[config.mk]
export PLATFORM = sky130hd
export DESIGN_NAME = dtc_top
export DESIGN_NICKNAME = d
export VERILOG_FILES = /design/src/shared/dtc_pkg.sv /design/src/verilog/dtc_half.sv /design/src/verilog/dtc_top.sv
export SDC_FILE = /design/constraint.sdc
export NUM_CORES = 1
export LEC_CHECK = 0
export ABC_CLOCK_PERIOD_IN_PS = 6110
export BUFFER_PORTS_ARGS = -buffer_cell sky130_fd_sc_hd__clkbuf_2
export CAP_MARGIN = 25
export CORE_MARGIN = 2
export CORE_UTILIZATION = 59
export CTS_CLUSTER_DIAMETER = 200
export DETAILED_ROUTE_END_ITERATION = 7
export PLACE_DENSITY = 0.89
export SYNTH_ARGS = -nofsm -noshare
export SYNTH_HDL_FRONTEND = slang
export SYNTH_SLANG_ARGS = --single-unit
[constraint.sdc]
create_clock -name mclk_in -period 6.11 [get_ports mclk_in]
set_input_delay 0.9165 -clock mclk_in [delete_from_list [all_inputs] [get_ports mclk_in]]
set_output_delay 0.9165 -clock mclk_in [all_outputs]
set_load 0.03 [all_outputs]
[src/shared/dtc_pkg.sv]
// Package for the dual timer control block: register map, field positions, timing.
// Assumes a single 100 MHz clock domain and a plain strobe register port.
package dtc_pkg;
   localparam logic [7:0] DTC_CTRL_OFS = 8'h0C;
   localparam logic [7:0] DTC_CFG_OFS = 8'h00;
   localparam logic [7:0] DTC_STAT_OFS = 8'h40;
   localparam int DTC_A_RUN_BIT = 0;
   localparam int DTC_A_FREEZE_BIT = 1;
   localparam int DTC_A_EDGE_LSB = 2;
   localparam int DTC_RTC_RUN_BIT = 4;
   localparam int DTC_A_INV_BIT = 6;
   localparam int DTC_B_RUN_BIT = 8;
   localparam int DTC_B_FREEZE_BIT = 9;
   localparam logic [31:0] DTC_CTRL_WMASK = 32'h0000_035F;
   localparam logic [31:0] DTC_CTRL_RESET = 32'h0000_0000;
   localparam logic [2:0] DTC_CFG_RESET = 3'h0;
   localparam logic [1:0] DTC_EDGE_RISE = 2'h0;
   localparam logic [1:0] DTC_EDGE_FALL = 2'h1;
   localparam logic [1:0] DTC_EDGE_BOTH = 2'h3;
   localparam int DTC_CLK_MHZ = 100;
   localparam int DTC_RTC_TICK_US = 1;
   localparam int DTC_RTC_TICK_CYC = DTC_RTC_TICK_US * DTC_CLK_MHZ;
   localparam int DTC_WIDTH = 16;
   typedef enum logic [1:0] {
      DTC_IDLE = 2'b00,
      DTC_RUN = 2'b01,
      DTC_HOLD = 2'b11
   } dtc_state_t;
endpackage

[src/verilog/dtc_half.sv]
// One 16-bit timer half: counts up or captures on the selected edge.
// Assumes synchronous inputs and the shared clock enable.
`timescale 1ns/1ps
`default_nettype none
module dtc_half #(
   parameter int WIDTH = 16
) (
   // Clock and reset
   input wire logic mclk_in,
   input wire logic rst_b_in,
   input wire logic ce_in,
   // Control
   input wire logic run_in,
   input wire logic freeze_in,
   input wire logic capture_in,
   input wire logic [1:0] edge_sel_in,
   input wire logic event_in,
   // Status
   output logic [WIDTH-1:0] count_out,
   output logic [WIDTH-1:0] capt_out,
   output var dtc_pkg::dtc_state_t state_out
);
   import dtc_pkg::*;
   logic [WIDTH-1:0] count_q;
   logic [WIDTH-1:0] capt_q;
   logic event_q;
   dtc_state_t state_q;
   dtc_state_t state_d;
   wire rise = event_in & ~event_q;
   wire fall = ~event_in & event_q;
   wire edge_hit = (edge_sel_in == DTC_EDGE_RISE) ? rise :
                   (edge_sel_in == DTC_EDGE_FALL) ? fall :
                   (edge_sel_in == DTC_EDGE_BOTH) ? (rise | fall) : 1'b0;
   always_comb begin
      case (state_q)
         DTC_IDLE: state_d = run_in ? (freeze_in ? DTC_HOLD : DTC_RUN) : DTC_IDLE;
         DTC_RUN: state_d = !run_in ? DTC_IDLE : (freeze_in ? DTC_HOLD : DTC_RUN);
         DTC_HOLD: state_d = !run_in ? DTC_IDLE : (freeze_in ? DTC_HOLD : DTC_RUN);
         default: state_d = DTC_IDLE;
      endcase
   end
   always_ff @(posedge mclk_in) begin
      if (!rst_b_in) begin
         state_q <= DTC_IDLE;
         count_q <= '0;
         capt_q <= '0;
         event_q <= 1'b0;
      end else if (ce_in) begin
         state_q <= state_d;
         event_q <= event_in;
         if (state_d == DTC_RUN)
            count_q <= count_q + 1'b1;
         if (state_d == DTC_RUN && capture_in && edge_hit)
            capt_q <= count_q;
      end
   end
   assign count_out = count_q;
   assign capt_out = capt_q;
   assign state_out = state_q;
endmodule // dtc_half
`default_nettype wire

[src/verilog/dtc_top.sv]
// Functional notes
// - Bit 9 set freezes the second half during a debug halt.
// - Bit 1 set freezes the first half during a debug halt.
// - Bit 8 runs the second half, counting or capture per configuration.
// - Bit 0 runs the first half, counting or capture per configuration.
// - Bit 6 inverts the first half PWM output.
// - Bit 4 lets the real-time clock advance; zero holds it.
// - Bits 3:2 pick the first half capture edge: rise, fall, or both; code 2 reserved.
// - Bits 7 and 5 are read-only zero.
//
// Control bits of a dual 16-bit timer, with register port and two halves.
// Assumes one clock, synchronous inputs, strobe-style register master.
//
// The plain strobed port and the placing of the registers were decided locally.
`timescale 1ns/1ps
`default_nettype none
module dtc_top #(
   parameter int WIDTH = dtc_pkg::DTC_WIDTH
) (
   // Clock and reset
   input wire logic mclk_in,
   input wire logic rst_b_in,
   input wire logic ce_in,
   // Register port
   input wire logic [7:0] addr_in,
   input wire logic [31:0] wdata_in,
   input wire logic wr_in,
   input wire logic rd_in,
   output logic [31:0] rdata_out,
   // Processor and events
   input wire logic debug_halt_in,
   input wire logic first_half_pwm_in,
   input wire logic first_event_in,
   input wire logic second_event_in,
   // Outputs
   output logic first_half_pwm_out,
   output logic [WIDTH-1:0] first_count_out,
   output logic [WIDTH-1:0] second_count_out,
   output logic [31:0] rtc_count_out
);
   import dtc_pkg::*;
   ////////////////////////////////////////////////////////////////////////
   logic [31:0] ctrl_q;
   logic [2:0] cfg_q;
   logic [31:0] rdata_q;
   logic [31:0] rtc_q;
   logic [31:0] tick_q;
   logic pwm_q;
   wire first_half_run = ctrl_q[DTC_A_RUN_BIT];
   wire first_half_debug_freeze = ctrl_q[DTC_A_FREEZE_BIT];
   wire [1:0] first_half_capture_edge = ctrl_q[DTC_A_EDGE_LSB +: 2];
   wire rtc_count_run = ctrl_q[DTC_RTC_RUN_BIT];
   wire first_half_pwm_invert = ctrl_q[DTC_A_INV_BIT];
   wire second_half_run = ctrl_q[DTC_B_RUN_BIT];
   wire second_half_debug_freeze = ctrl_q[DTC_B_FREEZE_BIT];
   wire is_capture = (cfg_q != DTC_CFG_RESET);
   wire wr_ctrl = wr_in && (addr_in == DTC_CTRL_OFS);
   wire wr_cfg = wr_in && (addr_in == DTC_CFG_OFS);
   wire [WIDTH-1:0] first_capt;
   wire [WIDTH-1:0] second_capt;
   dtc_state_t first_state;
   dtc_state_t second_state;
   wire first_freeze = debug_halt_in & first_half_debug_freeze;
   wire second_freeze = debug_halt_in & second_half_debug_freeze;
   wire [31:0] rd_mux = (addr_in == DTC_CTRL_OFS) ? ctrl_q :
                        (addr_in == DTC_CFG_OFS) ? {29'h0000_0000, cfg_q} :
                        (addr_in == DTC_STAT_OFS) ? 32'({second_capt, first_capt}) :
                        32'h0000_0000;
   ////////////////////////////////////////////////////////////////////////
   always_ff @(posedge mclk_in) begin
      if (!rst_b_in) begin
         ctrl_q <= DTC_CTRL_RESET;
         cfg_q <= DTC_CFG_RESET;
         rdata_q <= 32'h0000_0000;
      end else if (ce_in) begin
         if (wr_ctrl)
            ctrl_q <= wdata_in & DTC_CTRL_WMASK;
         if (wr_cfg)
            cfg_q <= wdata_in[2:0];
         rdata_q <= rd_in ? rd_mux : 32'h0000_0000;
      end
   end
   assign rdata_out = rdata_q;
   ////////////////////////////////////////////////////////////////////////
   // first half
   dtc_half #(.WIDTH(WIDTH)) u_first (
      .mclk_in(mclk_in),
      .rst_b_in(rst_b_in),
      .ce_in(ce_in),
      .run_in(first_half_run),
      .freeze_in(first_freeze),
      .capture_in(is_capture),
      .edge_sel_in(first_half_capture_edge),
      .event_in(first_event_in),
      .count_out(first_count_out),
      .capt_out(first_capt),
      .state_out(first_state)
   );
   dtc_half #(.WIDTH(WIDTH)) u_second (
      .mclk_in(mclk_in),
      .rst_b_in(rst_b_in),
      .ce_in(ce_in),
      .run_in(second_half_run),
      .freeze_in(second_freeze),
      .capture_in(is_capture),
      .edge_sel_in(DTC_EDGE_RISE),
      .event_in(second_event_in),
      .count_out(second_count_out),
      .capt_out(second_capt),
      .state_out(second_state)
   );
   ////////////////////////////////////////////////////////////////////////
   always_ff @(posedge mclk_in) begin
      if (!rst_b_in) begin
         rtc_q <= 32'h0000_0000;
         tick_q <= 32'h0000_0000;
         pwm_q <= 1'b0;
      end else if (ce_in) begin
         pwm_q <= first_half_pwm_in ^ first_half_pwm_invert;
         if (rtc_count_run) begin
            if (tick_q == 32'(DTC_RTC_TICK_CYC - 1)) begin
               tick_q <= 32'h0000_0000;
               rtc_q <= rtc_q + 32'h0000_0001;
            end else begin
               tick_q <= tick_q + 32'h0000_0001;
            end
         end
      end
   end
   assign first_half_pwm_out = pwm_q;
   assign rtc_count_out = rtc_q;
endmodule // dtc_top
`default_nettype wire
# Yosys cells after proc, flatten, opt, wreduce, memory -nomap -nowiden
# Cells that the tools add are included.
op_classes:
  eq_ne: 11
  n_reduce_logical: 21
  n_mux: 14
  bitwise: 10
  add_sub_neg: 4
ops:
  columns: ["operator", "n"]
  rows:
  - ["two-way mux 32 bit", 5]
  - ["adder 32 x 1 -> 32 bit, second input constant", 2]
  - ["adder 16 x 1 -> 16 bit, second input constant", 2]
  - ["equality test 32 x 7 -> 1 bit, second input constant", 1]
  - ["AND reduction 2 bit", 7]
  - ["two-way mux 2 bit", 6]
  - ["equality test 2 x 1 -> 1 bit, second input constant", 5]
  - ["equality test 8 x 4 -> 1 bit, second input constant", 1]
  - ["equality test 8 x 7 -> 1 bit, second input constant", 1]
  - ["zero test 8 bit", 1]
  - ["equality test 2 bit, second input constant", 3]
  - ["logical AND 1 bit", 6]
  - ["zero test 2 bit", 3]
  - ["OR reduction 3 bit", 2]
  - ["bitwise AND 1 bit", 5]
  - ["two-way mux 1 bit", 3]
  - ["NOT 1 bit", 3]
  - ["AND reduction 3 bit", 1]
  - ["nonzero test 3 bit", 1]
  - ["OR 1 bit", 1]
  - ["XOR 1 bit", 1]
word_totals:
  output_inout_bits: 97
  elab_cells: 74
  ff_bits: 178

# Depth between registers and ports, before layout
depth:
  ltp_word: 8
  mapped_depth: 8

# Modules after synthesis
# From an unflattened synthesis, not the netlist that was laid out.
unflattened:
  cells_unflattened: 896
  hier_area_um2: 7960.1
modules_own_cells:
  columns: ["mod", "area_each_um2", "seq_area_each_um2", "cells_per_inst", "n_inst"]
  rows:
  - ["dtc_top", 4808.4, 2162.1, 542, 1]
  - ["dtc_half at u_second", 1576.5, 700.7, 177, 1]
  - ["dtc_half at u_first", 1575.3, 700.7, 177, 1]

# Worst setup path after synthesis
# Ideal clock, no wire load.
synth_path:
  path_type: "input to register"
  startpoint: "input addr_in[0]"
  endpoint: "register rdata_q[13], in the netlist rdata_out[13]"
  setup_slack_ps: 3301
  stages: 8
  arrival_time_ps: 2744
  setup_time_ps: 65
  cell_sequence: "or4_1 -> nor4bb_1 -> clkbuf_1 -> and3_1 -> clkbuf_1 -> buf_2 -> a22oi_1 -> nor2_1"
synth_between:
  elab_chain_cells: 5
  elab_cells_between_ends: 7
synth_lines:
  columns: ["item", "line_no", "rtl"]
  rows:
  - ["start, declared", "dtc_top.sv:25", "input wire logic [7:0] addr_in,"]
  - ["equality test 8 x 7 -> 1 bit", "dtc_top.sv:67", "(addr_in == DTC_STAT_OFS) ? 32'({second_capt, first_capt}) :"]
  - ["two-way mux 32 bit", "dtc_top.sv:67", null]
  - ["two-way mux 32 bit", "dtc_top.sv:66", "(addr_in == DTC_CFG_OFS) ? {29'h0000_0000, cfg_q} :"]
  - ["two-way mux 32 bit (*)", "dtc_top.sv:65", "wire [31:0] rd_mux = (addr_in == DTC_CTRL_OFS) ? ctrl_q :"]
  - ["two-way mux 32 bit (*)", "dtc_top.sv:80", "rdata_q <= rd_in ? rd_mux : 32'h0000_0000;"]
  - ["end signal, assigned", "dtc_top.sv:80", null]
  - ["end, declared", "dtc_top.sv:45", "logic [31:0] rdata_q;"]
# Mark *: on every way between the ends. The rest lies on a longest branch, timed or not.
# A chain may end at the register's enable or synchronous reset.

# Worst setup path in the final report
layout_path:
  startpoint: "input ce_in"
  endpoint: "register tick_q[26]"
layout_between:
  elab_chain_cells: 1
layout_lines:
  columns: ["item", "line_no", "rtl"]
  rows:
  - ["start, declared", "dtc_top.sv:23", "input wire logic ce_in,"]
  - ["AND reduction 2 bit (no line)", null, null]
  - ["end signal, assigned", "dtc_top.sv:125", "tick_q <= tick_q + 32'h0000_0001;"]
  - ["end, declared", "dtc_top.sv:47", "logic [31:0] tick_q;"]
# No other way between the ends.

==> flow_summary.json <==
{
  "status": "complete, no violations",
  "worstPathArrival_ns": 3.56,
  "critPathSlowestCell": "nor3_1",
  "r2r-end": "tick_q[26]",
  "ys_types": 44,
  "cts_buffers": 17,
  "place_congestion": 0.8335,
  "syn_to_final_growth_pct": 17.48,
  "hold_buffers": 0,
  "grt_pass1_wl_microns": 28050,
  "r2r-start": "tick_q[14]",
  "synth_nets": 899,
  "grt_max_degree": 75,
  "relSlewSlack": 0.3746,
  "hold_start": "rdata_out[6]",
  "synth_area_sq_um": 7517,
  "rsz0062_at_grt": "no",
  "clock_sinks": 178,
  "utilization": 0.7055,
  "die_area_sq_um": 13660,
  "routedWlPerCell_microns": 15.27,
  "avgSynthCellArea_sq_um": 8.907,
  "diodes": 0,
  "yosysTopAreaCellShare": 0.4740,
  "port_buffers": 121,
  "place_ws_ns": 2.495,
  "synth_top_area_cell": "dfxtp_1",
  "endpoint_kind": "flip-flop",
  "ios": 146,
  "final_antenna_net_count": 0,
  "cp-start-kind": "input pin",
  "wirelength_microns": 17300,
  "layout-drive-gt1-share": 0.1717,
  "globalRouteTotalUtil": 0.2569,
  "detailed_place_hpwl_microns": 11640,
  "hold_viol": 0,
  "worstSkewPairLatency_ns": 0.43,
  "async_flop_share": 0,
  "clock_path_buffers": 2,
  "drt_iter0_markers": 465,
  "min_to": "rdata_out[6]",
  "clk_pin_slew_ns": 0.07,
  "powerDensity_nw_per_um2": 260.1,
  "setup_violations": 0,
  "fp.dieH_microns": 116.9,
  "post_cts_resized": 0,
  "fmax_mhz": 308.2,
  "reg2reg_slack_ns": 3.16,
  "synth_common_cells": "dfxtp_1 (178), nor2_1 (152), xnor2_1 (56)",
  "row_count": 41,
  "grt_pass1_vias": 6061,
  "root_buffer": "clkbuf_16",
  "synthTopCellsByArea": "dfxtp_1 (47%), nor2_1 (7.6%), mux2i_1 (6.8%)",
  "grt.overflow.total": 0,
  "place_area_sq_um": 8225,
  "n_fill_cell": 976,
  "maxCapViolCount": 0,
  "final_design_area_no_fill_sq_um": 8831,
  "cp.required_ns": 6.43,
  "hold_path.class": "flip-flop to flip-flop",
  "cts_setup_buffers": 0,
  "synth_most_common_cell": "dfxtp_1",
  "yosys_warnings": 0,
  "fin_nets": 1004,
  "firstDrtPassIters": 5,
  "r2r_cells": 6,
  "setup_tns_ns": 0,
  "start_util": 0.6006,
  "antenna_found_initial": 0,
  "irDropWorstVdd_v": 0.0002425,
  "via_per_inst": 5.717,
  "path_max_fanout": 25,
  "period_needed_ns": 3.245,
  "synth_edf_count": 0,
  "ys_ff_latch": 178,
  "max_stage_delay_ns": 0.66,
  "fin_ws_ns": 2.865,
  "cts_tree": "built",
  "fin_skew_ns": 0.009969,
  "vias": 6477,
  "path_cells": "clkbuf_2 -> and3_1 -> nand3_1 -> nor3_1 -> nand2b_1 -> buf_16 -> nor2_1",
  "synth_ff_type": "dfxtp_1",
  "drc_errors": 0,
  "die_w_microns": 116.9,
  "drv_slew": 0,
  "synthCells": 844,
  "hold_depth": 2,
  "synth_seq_area_share": 0.4740,
  "critPathKind": "input pin to flip-flop",
  "final.period_utilization": 0.5310,
  "tightest_slew_ns": 0.9371,
  "coreArea_sq_um": 12520,
  "leakagePower_uw": 0.003178,
  "htree_levels": 4
}
registers in the layout, summed over array words and instances, names as in the netlist:
signal              cells
cfg_q                   3
ctrl_q                  8
first_half_pwm_out      1
rdata_out              32
rtc_count_out          32
tick_q                 32
u_first.capt_out       16
u_first.count_out      16
u_first.event_q         1
u_first.state_out       2
u_second.capt_out      16
u_second.count_out     16
u_second.event_q        1
u_second.state_out      2
layout by cell type, fill, tap and decap left out, types with 2 or more instances in the layout:
| master | n |
|---|---|
| dfxtp_1 | 178 |
| nor2_1 | 152 |
| clkbuf_2 | 121 |
| xnor2_1 | 56 |
| mux2i_1 | 51 |
| nand2_1 | 39 |
| nor4_1 | 36 |
| nand3_1 | 35 |
| o21ai_0 | 32 |
| a22oi_1 | 29 |
| a21oi_1 | 27 |
| nand4_1 | 26 |
| or3_1 | 21 |
| inv_1 | 20 |
| nor3_1 | 19 |
| and3_1 | 18 |
| clkbuf_16 | 18 |
| xor2_1 | 11 |
| nand2b_1 | 7 |
| and4_1 | 7 |
| ha_1 | 6 |
| or4_1 | 5 |
| inv_6 | 5 |
| buf_4 | 4 |
| or2_2 | 3 |
| a221oi_1 | 3 |
| clkinv_4 | 3 |
| nand4bb_1 | 2 |
| o31ai_1 | 2 |
| a32oi_1 | 2 |
| clkinv_2 | 2 |
| bufinv_16 | 2 |
routing by layer:
layer  part of all wire  vias up  track usage
li1                   -     3194            -
met1               0.42     3074       0.3038
met2               0.50      182       0.4547
met3              0.060       27      0.06540
met4              0.015        0      0.08784
met5                  0        -            0
worst max-delay path, delay by kind of cell:
family        cells  cell delay [ns]
buf+inv           2             0.61
simple gates      5             2.01
how the worst max path moves through the flow:
stage | cells past startpoint | slack, ns | to | startpoint
5_1_grt | 7 | 2.64 | tick_q[23] | ce_in
3_3_place_gp | 6 | 2.24 | tick_q[0] | ce_in
2_1_floorplan | 8 | 3.30 | rdata_out[13] | addr_in[0]
6_report | 7 | 2.87 | tick_q[26] | ce_in
4_1_cts | 7 | 2.90 | tick_q[26] | ce_in
3_5_place_dp | 7 | 2.50 | tick_q[26] | ce_in
logic make-up (layout without fill, tap and decap cells):
group / after synthesis / count (layout) / synth area share
XOR/XNOR: 67 / 67 / 0.07806
buffers and inverters: 62 / 179 / 0.03429
adder cells (fa/ha/maj): 6 / 6 / 0.009986
multiplexers: 51 / 51 / 0.06791
AO/OA/AOI/OAI: 101 / 101 / 0.08506
flip-flops: 178 / 178 / 0.4740
AND/OR/NAND/NOR: 379 / 379 / 0.2507
metrics by stage:
| stage | hold slack [ns] | instances | power (uW) |
|---|---|---|---|
| 4_1_cts | 0.4639 | 1132 | 2303 |
| 3_5_place_dp | 0.4468 | 1101 | 1238 |
| 5_1_grt | 0.4999 | 1133 | 2355 |
| 3_3_place_gp | 0.4472 | 1100 | 1235 |
| 2_1_floorplan | 0.4280 | 844 | 1218 |
| 6_report | 0.4598 | 1133 | 2297 |
cell type report:
cell class                 instances  area, sq um  share of cell area
clock inverter                    13        151.4             0.01714
timing repair buffer             127        688.2             0.07793
inverter                          21        81.33            0.009209
multi-input combinational        604         3702              0.4192
sequential                       178         3563              0.4035
tap                              172        215.2             0.02437
clock buffer                      18        429.2             0.04860
power breakdown:
| group | switching (uW) | total, uW | internal (uW) |
|---|---|---|---|
| logic | 35.0 | 48.5 | 13.5 |
| registers | 1.22 | 1160 | 1160 |
| clock network | 476 | 1090 | 610 |
Note: power is estimated with default switching activity, not from simulation.
